`src/reset_ctrl_pkg.sv`:
```
// Constants shared by the reset control unit.
package reset_ctrl_pkg;
  localparam int ADDR_W = 12;
  localparam int DATA_W = 8;
  // Register byte addresses in the special function register space.
  localparam logic [ADDR_W-1:0] CAUSE_ADDR  = 12'hfcc;
  localparam logic [ADDR_W-1:0] CONFIG_ADDR = 12'hfde;
  localparam logic [ADDR_W-1:0] KEY_ADDR    = 12'hfdf;
  // Key codes written to the key register.
  localparam logic [DATA_W-1:0] KEY_EXT_ENABLE = 8'hb2;
  localparam logic [DATA_W-1:0] KEY_AREA_VECT  = 8'hd4;
  localparam logic [DATA_W-1:0] KEY_FLAG_CLEAR = 8'h71;
  // Field positions.
  localparam int CFG_EXT_DIS_BIT = 0;
  localparam int CFG_W           = 3;
  localparam int FLAG_CLEAR_BIT  = 7;
  localparam int CAUSE_W         = 7;
  localparam int WDOG_BIT        = 0;
  localparam int CLKF_BIT        = 1;
  localparam int VD1_BIT         = 2;
  localparam int VD2_BIT         = 3;
  localparam int TRIMR_BIT       = 4;
  localparam int TRIMS_BIT       = 5;
  localparam int FLASH_BIT       = 6;
  // Values after reset.
  localparam logic [CFG_W-1:0]   CFG_RESET   = 3'h0;
  localparam logic [CAUSE_W-1:0] CAUSE_RESET = 7'h00;
  localparam logic [DATA_W-1:0]  READ_IDLE   = 8'h00;
  // Execution starts from the vector held at this address pair.
  localparam logic [15:0] RESET_VECTOR_ADDR = 16'hfffe;
  // Clock rate and default warm-up length in high-frequency clock cycles.
  localparam int CLK_MHZ         = 125;
  localparam int WARMUP_CYCLES   = 2048;
  localparam int TRIM_LOAD_CYCLE = 16;
  localparam int WARM_W          = 16;
  // Sequencer states.
  typedef enum logic [1:0] {ST_RESET, ST_WARMUP, ST_RUN} seq_state_t;
endpackage

```
`src/reset_control_unit.sv`:
```
// Reset control unit: source gathering, keyed config, cause flags, warm-up.
//
// Local design decision: the plain strobed port.
`timescale 1ns/100ps
// How it works
// [RULE1] Eight sources (power-on, pin and six internal) merge into one system reset.
// [RULE2] Config bit 0 chooses whether the external pin may reset.
// [RULE3] Applied pin-enable value resets only on power-on, survives other resets.
// [RULE4] Raw config value returns to zero on every reset.
// [RULE5] Writing key 0xb2 copies the raw pin-enable bit into the applied copy.
// [RULE6] Key 0xd4 applies config bits 1 and 2, 0x71 clears; others ignored.
// [RULE7] Software never reads or read-modify-writes the key register.
// [RULE8] Software writes keys only in normal mode with gear clock at quarter rate.
// [RULE9] Reads at the key address return the applied settings, pin bit 0.
// [RULE10] Config bits 7 to 3 always read as zero.
// [RULE11] Cause register holds one sticky flag per internal reset source.
// [RULE12] Cause bit 5 reads 1 after abnormal trimming data is seen.
// [RULE13] Cause flags clear only by power-on, pin reset or keyed clear.
// [RULE14] Key 0x71 after clear bit written 1 zeroes flags and clear bit.
// [RULE15] Cause bit 7 is write-only and reads zero.
// [RULE16] While any source is active, counter, CPU and peripherals stay reset.
// [RULE17] After release the warm-up counter times the wait before CPU runs.
// [RULE18] Trimming data is loaded during warm-up.
// [RULE19] CPU starts from the vector at 0xfffe to 0xffff.
// [RULE20] A reset during warm-up restarts the counter from zero.
// [RULE21] Every source gives the same reset, except register initialisation.
// [RULE22] Power-on and pin reset are ORed.
// [RULE23] Applied value zero lets the pin reset, one blocks it.
// [RULE24] Cause flags are caught before the shared reset clears other state.
module reset_control_unit #(
  parameter int WARMUP_LEN = reset_ctrl_pkg::WARMUP_CYCLES,
  parameter int TRIM_W     = 8
) (
  input  wire logic                              ref_clk,
  input  wire logic                              rst,
  input  wire logic                              ext_reset_n,
  input  wire logic                              voltage_detect1_req,
  input  wire logic                              voltage_detect2_req,
  input  wire logic                              watchdog_req,
  input  wire logic                              clock_fault_req,
  input  wire logic                              trim_fault_req,
  input  wire logic                              flash_standby_req,
  input  wire logic                              trim_abnormal,
  input  wire logic [TRIM_W-1:0]                 trim_data,
  input  wire logic [reset_ctrl_pkg::ADDR_W-1:0] reg_addr,
  input  wire logic [reset_ctrl_pkg::DATA_W-1:0] reg_wdata,
  input  wire logic                              reg_wr,
  input  wire logic                              reg_rd,
  output logic      [reset_ctrl_pkg::DATA_W-1:0] reg_rdata,
  output logic                                   system_reset,
  output logic                                   warmup_busy,
  output logic                                   cpu_run,
  output logic      [15:0]                       cpu_vector_addr,
  output logic      [TRIM_W-1:0]                 trim_ref
);
  import reset_ctrl_pkg::*;

  logic                  pin_meta;
  logic                  pin_sync_n;
  logic                  ext_active;
  logic                  internal_active;
  logic                  any_reset;
  logic [CFG_W-1:0]      cfg_raw;
  logic [CFG_W-1:0]      cfg_applied;
  logic                  clear_pending;
  logic [CAUSE_W-1:0]    cause_flags;
  logic [CAUSE_W-1:0]    cause_set;
  logic                  key_wr;
  logic                  flag_wipe;
  logic [WARM_W-1:0]     warm_cnt;
  seq_state_t            state;

  // The pin is asynchronous to the core clock, so it passes two stages.
  always_ff @(posedge ref_clk) begin
    if (rst) begin
      pin_meta   <= 1'b1;
      pin_sync_n <= 1'b1;
    end else begin
      pin_meta   <= ext_reset_n;
      pin_sync_n <= pin_meta;
    end
  end

  // A blocked pin is ignored entirely; power-on stays able to reset.
  assign ext_active = ~pin_sync_n & ~cfg_applied[CFG_EXT_DIS_BIT]; // [RULE23] [RULE2]

  // Internal sources; the trim status flag alone causes no reset.
  assign internal_active = voltage_detect1_req | voltage_detect2_req |
                           watchdog_req | clock_fault_req |
                           trim_fault_req | flash_standby_req;

  // One shared reset from all eight sources.
  assign any_reset = rst | ext_active | internal_active; // [RULE1] [RULE22] [RULE21]

  // Key writes are dropped while any reset is active, so a code written in
  // the last reset cycle cannot slip into the applied copies.
  assign key_wr = reg_wr & (reg_addr == KEY_ADDR) & ~any_reset;

  // Keyed clear fires only when the clear bit was armed beforehand.
  assign flag_wipe = key_wr & (reg_wdata == KEY_FLAG_CLEAR) & clear_pending;

  // Raw config bits; lost on every reset so software must rewrite them.
  always_ff @(posedge ref_clk) begin
    if (any_reset) begin
      cfg_raw <= CFG_RESET; // [RULE4]
    end else if (reg_wr && reg_addr == CONFIG_ADDR) begin
      cfg_raw <= reg_wdata[CFG_W-1:0];
    end
  end

  // Applied copies only move on the matching key, so a stray write to the
  // config register can never lock out the reset pin by itself.
  always_ff @(posedge ref_clk) begin
    if (rst) begin
      cfg_applied <= CFG_RESET; // [RULE3]
    end else if (key_wr) begin
      case (reg_wdata)
        KEY_EXT_ENABLE: begin
          cfg_applied[CFG_EXT_DIS_BIT] <= cfg_raw[CFG_EXT_DIS_BIT]; // [RULE5]
        end
        KEY_AREA_VECT: begin
          cfg_applied[2:1] <= cfg_raw[2:1]; // [RULE6]
        end
        default: begin
          cfg_applied <= cfg_applied;
        end
      endcase
    end
  end

  // Flag-clear request bit; reset by any reset and by its own key.
  always_ff @(posedge ref_clk) begin
    if (any_reset || flag_wipe) begin
      clear_pending <= 1'b0; // [RULE14]
    end else if (reg_wr && reg_addr == CAUSE_ADDR) begin
      clear_pending <= reg_wdata[FLAG_CLEAR_BIT];
    end
  end

  // Set sources lined up with their flag positions.
  assign cause_set = {flash_standby_req, trim_abnormal, trim_fault_req,
                      voltage_detect2_req, voltage_detect1_req,
                      clock_fault_req, watchdog_req}; // [RULE11] [RULE12]

  // Sticky cause flags. They are not touched by internal resets, and a
  // source seen in a clearing cycle still sets its flag.
  genvar gi;
  generate
    for (gi = 0; gi < CAUSE_W; gi++) begin : g_flag
      always_ff @(posedge ref_clk) begin
        if (cause_set[gi]) begin
          cause_flags[gi] <= 1'b1; // [RULE24]
        end else if (rst || ext_active || flag_wipe) begin
          cause_flags[gi] <= 1'b0; // [RULE13]
        end
      end
    end
  endgenerate

  // Read data stands only in the cycle after the strobe.
  always_ff @(posedge ref_clk) begin
    if (rst || !reg_rd) begin
      reg_rdata <= READ_IDLE;
    end else begin
      case (reg_addr)
        CAUSE_ADDR: begin
          reg_rdata <= {1'b0, cause_flags}; // [RULE15]
        end
        CONFIG_ADDR: begin
          reg_rdata <= {5'h00, cfg_raw}; // [RULE10]
        end
        KEY_ADDR: begin
          reg_rdata <= {5'h00, cfg_applied}; // [RULE9]
        end
        default: begin
          reg_rdata <= READ_IDLE;
        end
      endcase
    end
  end

  // Sequencer: reset hold, warm-up count, then run.
  always_ff @(posedge ref_clk) begin
    if (any_reset) begin
      state    <= ST_RESET; // [RULE16]
      warm_cnt <= '0; // [RULE20]
    end else begin
      case (state)
        ST_RESET: begin
          state    <= ST_WARMUP;
          warm_cnt <= '0;
        end
        ST_WARMUP: begin
          if (warm_cnt == WARM_W'(WARMUP_LEN - 1)) begin
            state <= ST_RUN;
          end else begin
            warm_cnt <= warm_cnt + 1'b1; // [RULE17]
          end
        end
        ST_RUN: begin
          state <= ST_RUN;
        end
        default: begin
          state <= ST_RESET;
        end
      endcase
    end
  end

  // Outputs to core and peripherals, all registered.
  always_ff @(posedge ref_clk) begin
    if (any_reset) begin
      system_reset <= 1'b1; // [RULE16]
      warmup_busy  <= 1'b0;
      cpu_run      <= 1'b0;
    end else begin
      system_reset <= (state == ST_RESET);
      warmup_busy  <= (state != ST_RUN);
      cpu_run      <= (state == ST_RUN);
    end
  end

  // The core fetches its start address through this pair.
  always_ff @(posedge ref_clk) begin
    cpu_vector_addr <= RESET_VECTOR_ADDR; // [RULE19]
  end

  // Trim references are taken early in warm-up so comparators settle
  // before the CPU starts; a fresh reset simply reloads them.
  always_ff @(posedge ref_clk) begin
    if (rst) begin
      trim_ref <= '0;
    end else if (state == ST_WARMUP &&
                 warm_cnt == WARM_W'(TRIM_LOAD_CYCLE)) begin
      trim_ref <= trim_data; // [RULE18]
    end
  end
endmodule // reset_control_unit

```
`config.mk`:
```
export PLATFORM = sky130hd
export DESIGN_NAME = reset_control_unit
export DESIGN_NICKNAME = d
export VERILOG_FILES = /design/src/reset_ctrl_pkg.sv /design/src/reset_control_unit.sv
export SDC_FILE = /design/constraint.sdc
export NUM_CORES = 1
export LEC_CHECK = 0
export ABC_CLOCK_PERIOD_IN_PS = 2400
export BUFFER_PORTS_ARGS = -buffer_cell sky130_fd_sc_hd__buf_4
export CAP_MARGIN = 10
export CELL_PAD_IN_SITES_DETAIL_PLACEMENT = 1
export CELL_PAD_IN_SITES_GLOBAL_PLACEMENT = 1
export CORE_MARGIN = 1
export CORE_UTILIZATION = 38
export CTS_CLUSTER_SIZE = 25
export DETAILED_ROUTE_END_ITERATION = 10
export PLACE_DENSITY = 0.87
export SLEW_MARGIN = 20
export SYNTH_ARGS = -nofsm -noshare
export SYNTH_HDL_FRONTEND = slang
export SYNTH_SLANG_ARGS = --single-unit
export TNS_END_PERCENT = 1
```
`constraint.sdc`:
```
create_clock -name ref_clk -period 2.4 [get_ports ref_clk]
set_input_delay 0.12 -clock ref_clk [delete_from_list [all_inputs] [get_ports ref_clk]]
set_output_delay 0.12 -clock ref_clk [all_outputs]
set_load 0.01 [all_outputs]
```
Word-level counts from Yosys, hierarchy flattened
Cells that the tools add are included.

storage, ports and cells
  bits in latches = 0
  bits in read-only memories = 0
  output and inout port bits = 35
  word-level logic and storage cells = 67
  RAM bits = 0
  bits in registers = 53
  memories kept = 0

cells by class
  shift-type cells = 0
  add/subtract/negate cells = 1
  magnitude comparators = 0
  bitwise logic cells = 15
  muxes and demuxes = 5
  div/mod/pow operators = 0
  equality and inequality tests = 13
  reduce and logical (&&, ||, !) cells = 13
  multipliers = 0

operators by type and width
  operator                                          number
  == test 12 bit (second input constant)            3
  case mux 16 bit (2 select lines)                  1
  case mux 7 bit (3 select lines)                   1
  adder 16 x 1 -> 16 bit (second input constant)    1
  == test 16 x 11 -> 1 bit (second input constant)  1
  == test 16 x 5 -> 1 bit (second input constant)   1
  == test 8 bit (second input constant)             2
  2-to-1 mux 16 bit                                 1
  == test 8 x 7 -> 1 bit (second input constant)    1
  bitwise OR 1 bit                                  7
  inequality test 2 bit (second input constant)     3
  case mux 2 bit (3 select lines)                   1
  AND reduction 2 bit                               3
  AND 1 bit                                         5
  logical OR 1 bit                                  4
  logical AND 1 bit                                 3
  NOT 1 bit                                         3
  == test 2 x 1 -> 1 bit (second input constant)    1
  == test 2 bit (second input constant)             1
  logical NOT 2 bit                                 1
  2-to-1 mux 2 bit                                  1
  nonzero test 2 bit                                1
  logical NOT 1 bit                                 1

Longest topological paths before layout
Gate-level depths: netlist of the first run.

  depth after elaboration = 11
  depth in mapped cells = 7

Least setup slack after synthesis of the first run
Ideal clock, no wire load.

  kind = flip-flop to flip-flop
  start = register warm_cnt[14]
  end = register state[0]
  slack = 0.687 ns
  path buffers = 1
  arrival time = 1.598 ns
  clock period less this slack = 1.713 ns
  cell stages (with the launch flop) = 6
  library setup time = 0.114 ns
  cell sequence = dfxtp_1 > or3_4 > o41ai_4 > buf_6 > mux2i_1 > nor2_1

on the way
  longest elaborated chain between the ends = 2

RTL lines
  element                                 line                       text
  start: declaration                      reset_control_unit.sv:70   logic [WARM_W-1:0] warm_cnt;
  start signal: assignment                reset_control_unit.sv:197  warm_cnt <= warm_cnt + 1'b1;
  == test 16 x 11 -> 1 bit                reset_control_unit.sv:194  if (warm_cnt == WARM_W'(WARMUP_LEN - 1)) begin
  inequality test 2 bit (no source line)  --
  end signal: assignment                  reset_control_unit.sv:195  state <= ST_RUN;
  end signal: assignment                  reset_control_unit.sv:201  state <= ST_RUN;
  end signal: assignment                  reset_control_unit.sv:204  state <= ST_RESET;
  end: declaration                        reset_control_unit.sv:71   seq_state_t state;

Every way passes these cells.
A chain may end at the register's enable or synchronous reset.

Worst setup path in the final report of the first run
  start = register state[1]
  end = register warm_cnt[6]

on the way
  longest elaborated chain between the ends = 3
  elaborated cells on any way between the ends = 6

RTL lines
  element                                                                       line                       text
  start signal: assignment                                                      reset_control_unit.sv:185  state <= ST_RESET;
  start signal: assignment                                                      reset_control_unit.sv:190  state <= ST_WARMUP;
  start signal: assignment                                                      reset_control_unit.sv:195
  == test 2 x 1 -> 1 bit or logical NOT 2 bit (tied branches)                   reset_control_unit.sv:188  case (state)
  inequality test 2 bit (no source line) or nonzero test 2 bit (tied branches)  --
  AND reduction 2 bit (no source line)                                          --

Parallel ways exist; a longest one is shown, timed or not.

==> results of run 1 <==
power groups by stage:
| stage | Clock (mW) | Sequential [mW] | Combinational [mW] |
|---|---|---|---|
| floorplan | 0 | 0.896 | 0.0675 |
| detailed placement | 0 | 0.898 | 0.116 |
| finish | 0.642 | 0.878 | 0.119 |
| CTS | 0.655 | 0.878 | 0.119 |
| global placement | 0 | 0.898 | 0.112 |
| global route | 0.704 | 0.879 | 0.130 |
metal layers:
layer  track usage, %  vias to the layer above  share of wire [%]  wire (µm)
li1                 -                     1168                  -          -
met1             25.2                     1193                 42       2940
met2             34.1                       85                 50       3450
met3             4.86                       15                5.9        413
met4             7.12                        0                2.0        136
met5                0                        -                  0          0
path summary, 6_finish.rpt:
check	start	endpoint	slack (ns)	depth (start not counted)
setup / recovery	state[1]	warm_cnt[6]	0.45	6
hold / removal	trim_fault_req	cause_flags[4]	0.009	2
setup reg to reg	state[1]	warm_cnt[6]	0.45	6
hold reg to reg	pin_meta	pin_sync_n	0.43	1
area by class of cell:
| cell class | instances | area [µm²] |
|---|---|---|
| clock buffer | 6 | 82.6 |
| clock inverter | 2 | 38.8 |
| fill | 813 | 3530 |
| inverter | 6 | 22.5 |
| multi-input combinational | 223 | 1460 |
| sequential | 52 | 1040 |
| tap | 80 | 100 |
| timing repair buffer | 63 | 478 |
per-stage QoR:
stage,instances,hold WS (ns),utilization (%)
floorplan,306,0.206,-
global placement,422,0.294,45.6
detailed placement,422,0.294,45.6
CTS,432,0.00132,47.7
global route,432,0.0000466,47.7
finish,432,0.00907,47.7
cell families (layout without fill, tap and decap cells):
kind of cell	Yosys count	in the layout	share of synthesized area [%]
compound gates	66	66	17.2
xor+xnor	1	1	0.331
fa+ha+maj	5	5	2.36
buf+inv	31	77	7.61
flops	52	52	39.3
mux	10	10	3.83
other cells	2	17	0.284
simple gates	124	124	29.0
registers in the layout, indices dropped and copies added (netlist names), 2 cells and up:
name	count
state	2
reg_rdata	7
warm_cnt	16
cfg_raw	3
cause_flags	7
trim_ref	8
cfg_applied	3
synthesized netlist by cell type (4+ instances only):
| cell | count |
|---|---|
| sky130_fd_sc_hd__and4_1 | 6 |
| sky130_fd_sc_hd__nor2_1 | 20 |
| sky130_fd_sc_hd__nor2b_1 | 5 |
| sky130_fd_sc_hd__buf_4 | 17 |
| sky130_fd_sc_hd__dfxtp_1 | 52 |
| sky130_fd_sc_hd__o211ai_1 | 6 |
| sky130_fd_sc_hd__or3_2 | 5 |
| sky130_fd_sc_hd__nand2b_1 | 4 |
| sky130_fd_sc_hd__inv_1 | 6 |
| sky130_fd_sc_hd__nand4_1 | 16 |
| sky130_fd_sc_hd__mux2i_1 | 9 |
| sky130_fd_sc_hd__a21oi_1 | 22 |
| sky130_fd_sc_hd__nor4_1 | 7 |
| sky130_fd_sc_hd__and2_1 | 6 |
| sky130_fd_sc_hd__o21ai_0 | 11 |
| sky130_fd_sc_hd__nand3_1 | 17 |
| sky130_fd_sc_hd__a21o_1 | 7 |
| sky130_fd_sc_hd__or2_2 | 5 |
| sky130_fd_sc_hd__nand2_1 | 9 |
| sky130_fd_sc_hd__ha_1 | 5 |
| sky130_fd_sc_hd__and3_1 | 4 |
critical path: cells and delay by family, from the launching register on:
family,cells,cell delay [ns]
fa+ha+maj,1,0.47
flops,1,0.34
simple gates,1,0.47
buf+inv,2,0.31
compound gates,2,0.30
what timing repair did:
action                     CTS  global route
setup endpoints to repair    0             0
hold buffers                 2             0
hold endpoints to repair     2             0
==> results.cfg, run 1 <==
[die]
floorplan.initialDensity_pct = 39.2
placement_rows = 30
floorplan.die_area_mm2 = 0.00730
ios = 75
core-area_mm2 = 0.00676
chipWidth_um = 85.5
die_y_um = 85.5

[power]
pwr-share-comb_pct = 7.3
fin_total_pwr_mw = 1.64
clock_network_fraction_of_design_power_pct = 39.2
p_sw_share_pct = 22.2
p_int_mw = 1.28
p_leak_nw = 1.22
sequentialPowerShare_pct = 53.5
power.density_cell_area_mw_per_mm2 = 509
power_switching_mw = 0.364
worst_ir_drop_vdd_mv = 0.255

[timing]
timing.setup.tns_ns = 0
final_setup_vio_count = 0
slew_violations = 0
rsz0062_at_grt = no
worst_pin_slew_ns = 0.598
final.setup_skew_ns = 0.00718
final_hold_viol_count = 0
layout_worst_path_cycle_share_pct = 81.3
worst_slew_margin_rel_pct = 59.7
fmaxAchievable_mhz = 512
timing.final.crit_period_ns = 1.95
post-route-worst-setup-slack_ns = 0.448

[yosys]
synth_seq_cells = 52
mappedNetlistArea_mm2 = 0.00265
synthesis.instances = 291
netlist_top_cells_area = sky130_fd_sc_hd__dfxtp_1, sky130_fd_sc_hd__buf_4, sky130_fd_sc_hd__a21oi_1
yosys.cell_types.count = 52
synth_area_per_cell_um2 = 9.09
synth_largest_area_cell = sky130_fd_sc_hd__dfxtp_1
number_of_enable_type_register_cells_in_the_synthesized_netlist = 0
async_sr_flop_fraction_pct = 0
yosys_warnings = 0
synth_top_area_share_pct = 39.3
synth_ff_type = sky130_fd_sc_hd__dfxtp_1
ys_seq_area_share_pct = 39.3

[drt]
detail_route.iter0.violations = 133
drt_pre_antenna_iters = 4
drcViolationCount = 0
wl_per_cell_um = 16.1
routed_wire_length_um = 6950
viasPerCell = 5.70
ant_nets = 0
via_count = 2461

[grt]
grt_pass1_wl_um = 11900
grtUsageTotal_pct = 20.2
grt.overflow.total = 0
via_count_of_the_first_global_routing_pass = 2512
grt_max_degree = 19
antenna_found_initial = 0

[cts]
cts_max_level = 2
post_cts.resized_instances = 0
cts_setup_buffers = 0
cts_max_path_buffers = 2
cts_root_buf = sky130_fd_sc_hd__clkbuf_8
clock_sink_count = 52
total_clock_buffers_created_by_cts = 5
clock_insertion_delay_worst_skew_ns = 0.31
clkTransAtPathRegs_ns = 0.10
tritoncts = yes

[place]
io_buffer_count = 57
detailed_placer_s_ending_hpwl_um = 5290
total_placed_instance_area_mm2 = 0.00308
pre_cts_ws_ns = 0.466
gp_congestion = 0.862

[cells_and_area]
fin_area_mm2 = 0.00322
diodes = 0
final_cell_mix = sky130_fd_sc_hd__buf_4, sky130_fd_sc_hd__dfxtp_1, sky130_fd_sc_hd__a21oi_1
area_growth_syn_to_layout_pct = 21.8
leading_cell_type_in_the_layout_fill_and_taps_excluded = sky130_fd_sc_hd__buf_4
drive_above_1_share_pct = 26.4
final_nets = 396

[worst_setup_path]
worst-path-max-fanout = 16
worst_path_max_delay_cell = sky130_fd_sc_hd__ha_1
data_arrival_time_of_the_worst_path_ns = 2.20
worst_setup_path_start_kind = register
crit_path_end_kind = register
cp.required_ns = 2.65
crit_type = reg2reg
critPathMaxStageDelay_ns = 0.47
timing.critical_path.cells = inv_1, ha_1, o41ai_4, buf_4, or3_2, a21oi_2

[status]
run_status = completed

[job]
count_of_max_cap_constraint_violations = 0

[hold_path]
hp-class = in2reg
No activity file was read; power rests on OpenSTA's default activity.
==> run 2, diff against run 1 <==
--- a/config.mk
+++ b/config.mk
@@ -5,16 +5,16 @@
 export SDC_FILE = /design/constraint.sdc
 export NUM_CORES = 1
 export LEC_CHECK = 0
-export ABC_CLOCK_PERIOD_IN_PS = 2400
+export ABC_CLOCK_PERIOD_IN_PS = 1770
 export BUFFER_PORTS_ARGS = -buffer_cell sky130_fd_sc_hd__buf_4
 export CAP_MARGIN = 10
 export CELL_PAD_IN_SITES_DETAIL_PLACEMENT = 1
 export CELL_PAD_IN_SITES_GLOBAL_PLACEMENT = 1
 export CORE_MARGIN = 1
-export CORE_UTILIZATION = 38
+export CORE_UTILIZATION = 35
 export CTS_CLUSTER_SIZE = 25
 export DETAILED_ROUTE_END_ITERATION = 10
-export PLACE_DENSITY = 0.87
+export PLACE_DENSITY = 0.84
 export SLEW_MARGIN = 20
 export SYNTH_ARGS = -nofsm -noshare
 export SYNTH_HDL_FRONTEND = slang
==> constraint.sdc (replaced) <==
create_clock -name ref_clk -period 1.77 [get_ports ref_clk]
set_input_delay 0.0885 -clock ref_clk [delete_from_list [all_inputs] [get_ports ref_clk]]
set_output_delay 0.0885 -clock ref_clk [all_outputs]
set_load 0.01 [all_outputs]
==> results.cfg, run 2 (synthesized netlist as in run 1, its figures left out) <==
[drt]
drcViolationCount = 0
drt_pre_antenna_iters = 4
viasPerCell = 5.39
wl_per_cell_um = 17.3
via_count = 2620
detail_route.iter0.violations = 109
routed_wire_length_um = 8410
ant_nets = 0

[grt]
grt_pass1_wl_um = 12900
antenna_found_initial = 0
grtUsageTotal_pct = 21.1
grt.overflow.total = 0
via_count_of_the_first_global_routing_pass = 2708
grt_max_degree = 19

[cts]
clkTransAtPathRegs_ns = 0.10
cts_max_level = 2
tritoncts = yes
clock_sink_count = 52
total_clock_buffers_created_by_cts = 5
cts_max_path_buffers = 2
cts_root_buf = sky130_fd_sc_hd__clkbuf_8
clock_insertion_delay_worst_skew_ns = 0.32

[cells_and_area]
drive_above_1_share_pct = 34.4
largest_register = warm_cnt
leading_cell_type_in_the_layout_fill_and_taps_excluded = sky130_fd_sc_hd__buf_4
area_growth_syn_to_layout_pct = 34.1
diodes = 0
largestRegisters = warm_cnt: 16 flops, trim_ref: 8 flops
largest_reg_flops = 16
instances_no_fill = 486
fin_area_mm2 = 0.00355
final_nets = 431
final_cell_mix = sky130_fd_sc_hd__buf_4, sky130_fd_sc_hd__dfxtp_1, sky130_fd_sc_hd__a21oi_1

[worst_setup_path]
worst_r2r_startpoint = warm_cnt[9]
critPathMaxStageDelay_ns = 0.42
crit_end = warm_cnt[9]
data_arrival_time_of_the_worst_path_ns = 1.98
r2r_cells = 6
cp.required_ns = 1.98
cpLargestDelayFamily = buffers and inverters
worst_setup_path_start_kind = register
r2r_end = warm_cnt[9]
crit_path_end_kind = register
worst_path_max_delay_cell = sky130_fd_sc_hd__o41ai_4
timing.critical_path.cells = nand4_1, buf_4, o41ai_4, buf_2, or3_2, a21oi_2
cp.depth = 6
worst-path-max-fanout = 5
worst_setup_path_startpoint = warm_cnt[9]
critical_path.n_buffers_inverters = 2
crit_type = reg2reg
minimum_setup_slack_among_reg_to_reg_paths_ns = 0.0004

[timing]
rsz0062_at_grt = yes
layout_worst_path_cycle_share_pct = 100
worst_pin_slew_ns = 0.639
timing.final.crit_period_ns = 1.77
fmaxAchievable_mhz = 565
final_setup_vio_count = 0
final_hold_viol_count = 0
holdWs_ns = 0.0353
worst_slew_margin_rel_pct = 57.0
final.setup_skew_ns = 0.00893
slew_violations = 0

[job]
count_of_max_cap_constraint_violations = 0

[place]
detailed_placer_s_ending_hpwl_um = 5950
io_buffer_count = 57
total_placed_instance_area_mm2 = 0.00329
placedCellCount = 466
gp_congestion = 0.833

[die]
ios = 75
floorplan.initialDensity_pct = 36.3
core-area_mm2 = 0.00729
placement_rows = 31
die_y_um = 89.0
chipWidth_um = 89.0
floorplan.die_area_mm2 = 0.00791

[hold_path]
hp-class = in2reg

[power]
worst_ir_drop_vdd_mv = 0.314
power.density_cell_area_mw_per_mm2 = 583
p_leak_nw = 1.39

[status]
run_status = completed
==> run 2: changes by cell type in the layout (fill, tap and decap cells not counted), moves of 2 or more <==
| cell | before | now |
|---|---|---|
| sky130_fd_sc_hd__clkinvlp_4 | 0 | 2 |
| sky130_fd_sc_hd__ha_2 | 0 | 2 |
| sky130_fd_sc_hd__buf_4 | 61 | 88 |
| sky130_fd_sc_hd__dlygate4sd3_1 | 2 | 8 |
| sky130_fd_sc_hd__ha_1 | 5 | 2 |
==> run 2: timing repair <==
| action | CTS | global route |
|---|---|---|
| pin swaps | 2 | 4 |
| gates resized for setup | 6 | 10 |
| hold buffers | 8 | 0 |
| endpoints found under the hold margin | 8 | 0 |
| setup endpoints to repair | 15 | 18 |
| gates cloned | 0 | 1 |
| setup buffers | 0 | 3 |
==> run 2: worst min path at each step <==
stage,start,slack [ns],to,depth (start not counted)
2_1_floorplan,watchdog_req,0.17,cause_flags[0],1
3_3_place_gp,trim_abnormal,0.26,cause_flags[5],2
3_5_place_dp,trim_abnormal,0.27,cause_flags[5],2
4_1_cts,reg_wdata[2],0.03,cfg_raw[2],3
5_1_grt,trim_data[7],0.04,trim_ref[7],3
6_report,trim_data[6],0.04,trim_ref[6],3
==> run 2: cell type report <==
class | instances | area, µm²
fillers | 900 | 3740
multi-input cells | 223 | 1510
flip-flops and latches | 52 | 1040
repair buffers | 98 | 757
well taps | 99 | 124
clock buffers | 5 | 68.8
clock inverters | 3 | 23.8
inverters | 6 | 22.5
==> run 2: routing by layer <==
metal	share of wire (%)	global-route usage, %	vias to the layer above
li1	-	-	1241
met4	1.1	4.91	0
met5	0	0	-
met2	53	40.3	66
met3	3.8	3.60	7
met1	42	24.6	1306
==> run 2: power breakdown <==
| part | switching, mW | internal (mW) |
|---|---|---|
| Clock | 0.418 | 0.281 |
| Combinational | 0.0843 | 0.0943 |
| Sequential | 0.00740 | 1.18 |
==> run 2: worst register-to-register path, stage by stage, from the launching register on <==
cell	delay [ns]
sky130_fd_sc_hd__dfxtp_1	0.38
sky130_fd_sc_hd__nand4_1	0.19
sky130_fd_sc_hd__buf_4	0.22
sky130_fd_sc_hd__o41ai_4	0.42
sky130_fd_sc_hd__buf_2	0.26
sky130_fd_sc_hd__or3_2	0.15
sky130_fd_sc_hd__a21oi_2	0.05
==> run 2: per-stage QoR <==
stage          setup TNS, ns  utilization (%)  worst slack (ns)  power (mW)
5_1_grt               -0.147             48.7           -0.0396        2.14
4_1_cts                    0             47.8           0.00372        2.07
3_3_place_gp         -0.0559             45.2           -0.0559        1.37
2_1_floorplan              0                -            0.0574        1.31
3_5_place_dp          -0.748             45.2            -0.158        1.38
6_report                   0             48.7          0.000380        2.07
==> run 3, diff against run 2 <==
--- a/config.mk
+++ b/config.mk
@@ -15,6 +15,7 @@
 export CTS_CLUSTER_SIZE = 25
 export DETAILED_ROUTE_END_ITERATION = 10
 export PLACE_DENSITY = 0.84
+export RECOVER_POWER = 25
 export SLEW_MARGIN = 20
 export SYNTH_ARGS = -nofsm -noshare
 export SYNTH_HDL_FRONTEND = slang
==> results.cfg, run 3 (synthesized netlist as in run 1, its figures left out) <==
[worst_setup_path]
cp.required_ns = 1.98
crit_path_end_kind = register
data_arrival_time_of_the_worst_path_ns = 1.99
worst_setup_path_startpoint = warm_cnt[9]
crit_type = reg2reg
r2r_end = warm_cnt[9]
worst_r2r_startpoint = warm_cnt[9]
worst_setup_path_start_kind = register
r2r_cells = 6
crit_end = warm_cnt[9]
minimum_setup_slack_among_reg_to_reg_paths_ns = -0.002
worst-path-max-fanout = 5

[grt]
grt.overflow.total = 0
via_count_of_the_first_global_routing_pass = 2708
grtUsageTotal_pct = 21.1
antenna_found_initial = 0
grt_pass1_wl_um = 12900
grt_max_degree = 19

[die]
floorplan.die_area_mm2 = 0.00791
die_y_um = 89.0
placement_rows = 31
floorplan.initialDensity_pct = 36.3
chipWidth_um = 89.0
ios = 75
core-area_mm2 = 0.00729

[cts]
clock_sink_count = 52
cts_max_path_buffers = 2
total_clock_buffers_created_by_cts = 5
clock_insertion_delay_worst_skew_ns = 0.32
tritoncts = yes
clkTransAtPathRegs_ns = 0.10
cts_root_buf = sky130_fd_sc_hd__clkbuf_8
cts_max_level = 2

[timing]
post-route-worst-setup-slack_ns = -0.00207
slew_violations = 0
final_setup_vio_count = 1
layout_worst_path_cycle_share_pct = 100
worst_pin_slew_ns = 0.639
timing.final.crit_period_ns = 1.77
final_hold_viol_count = 0
worst_slew_margin_rel_pct = 57.0
final.setup_skew_ns = 0.00891
rsz0062_at_grt = yes
fmaxAchievable_mhz = 564

[cells_and_area]
largest_reg_flops = 16
diodes = 0
final_cell_mix = sky130_fd_sc_hd__buf_4, sky130_fd_sc_hd__dfxtp_1, sky130_fd_sc_hd__a21oi_1
fill_cells = 910
area_growth_syn_to_layout_pct = 32.1
largestRegisters = warm_cnt: 16 flops, trim_ref: 8 flops
fin_area_mm2 = 0.00350
final_nets = 431
largest_register = warm_cnt
leading_cell_type_in_the_layout_fill_and_taps_excluded = sky130_fd_sc_hd__buf_4
drive_above_1_share_pct = 30.7

[job]
count_of_max_cap_constraint_violations = 0

[drt]
viasPerCell = 5.40
via_count = 2624
drcViolationCount = 0
drt_pre_antenna_iters = 4
detail_route.iter0.violations = 112
wl_per_cell_um = 17.3
routed_wire_length_um = 8420
ant_nets = 0

[hold_path]
hp-class = in2reg

[power]
p_leak_nw = 1.33
worst_ir_drop_vdd_mv = 0.314
power.density_cell_area_mw_per_mm2 = 591

[place]
pre_cts_ws_ns = -0.158
gp_congestion = 0.833
total_placed_instance_area_mm2 = 0.00329
detailed_placer_s_ending_hpwl_um = 5950
io_buffer_count = 57

[status]
violated_checks = negative setup slack
run_status = complete, but fails checks
-- run 3: changes by cell type in the layout (fill, tap and decap cells not counted) --
| cell | delta |
|---|---|
| sky130_fd_sc_hd__clkbuf_1 | +14 |
| sky130_fd_sc_hd__clkbuf_4 | +1 |
| sky130_fd_sc_hd__buf_4 | -15 |
-- run 3: critical path, stage by stage (launching register included) --
cell,delay (ns)
sky130_fd_sc_hd__dfxtp_1,0.38
sky130_fd_sc_hd__nand4_1,0.19
sky130_fd_sc_hd__buf_4,0.22
sky130_fd_sc_hd__o41ai_4,0.42
sky130_fd_sc_hd__buf_2,0.26
sky130_fd_sc_hd__or3_2,0.15
sky130_fd_sc_hd__a21oi_2,0.05
-- run 3: how the worst min path moves through the flow --
stage                     depth (start not counted)        endpoint  slack, ns           from
after global routing                              3     trim_ref[7]       0.04   trim_data[7]
after CTS                                         3      cfg_raw[2]       0.03   reg_wdata[2]
after floorplan                                   1  cause_flags[0]       0.17   watchdog_req
after detailed placement                          2  cause_flags[5]       0.27  trim_abnormal
after global placement                            2  cause_flags[5]       0.26  trim_abnormal
final                                             3     trim_ref[6]       0.04   trim_data[6]
-- run 3: area by class of cell --
type,count,area [µm²],share of cell area [%]
multi-input cells,223,1510,43.2
flip-flops and latches,52,1040,29.8
repair buffers,98,704,20.2
well taps,99,124,3.54
clock buffers,5,68.8,1.97
clock inverters,3,23.8,0.680
inverters,6,22.5,0.644
-- run 3: per-stage QoR --
| stage | std cells | utilization [%] | power, mW | setup TNS [ns] | hold WS (ns) |
|---|---|---|---|---|---|
| final | 486 | 47.9 | 2.07 | -0.00207 | 0.0358 |
| after global placement | 466 | 45.2 | 1.37 | -0.0559 | 0.263 |
| after floorplan | 306 | - | 1.31 | 0 | 0.174 |
| after CTS | 482 | 47.8 | 2.07 | 0 | 0.0330 |
| after detailed placement | 466 | 45.2 | 1.38 | -0.748 | 0.268 |
| after global routing | 486 | 47.9 | 2.14 | -0.147 | 0.0425 |
-- run 3: timing repair --
action,in CTS,in global routing
hold buffers,8,0
pin swaps,2,4
gates resized for setup,6,10
endpoints found under the setup margin,15,18
hold endpoints to repair,8,0
gates cloned,0,1
setup buffers,0,3
-- run 3: power breakdown --
part / total, mW / leakage (nW) / switching [mW] / internal (mW)
logic: 0.177 / 0.865 / 0.0843 / 0.0932
clock network: 0.698 / 0.0404 / 0.417 / 0.281
registers: 1.19 / 0.422 / 0.00742 / 1.18
total: 2.07 / 1.33 / 0.509 / 1.56
-- run 3: per-layer routing --
layer	GRT usage [%]	vias to the layer above	wire length (µm)
li1	-	1243	-
met1	24.6	1310	3580
met2	40.3	64	4440
met3	3.60	7	313
met4	4.91	0	92
met5	0	-	0
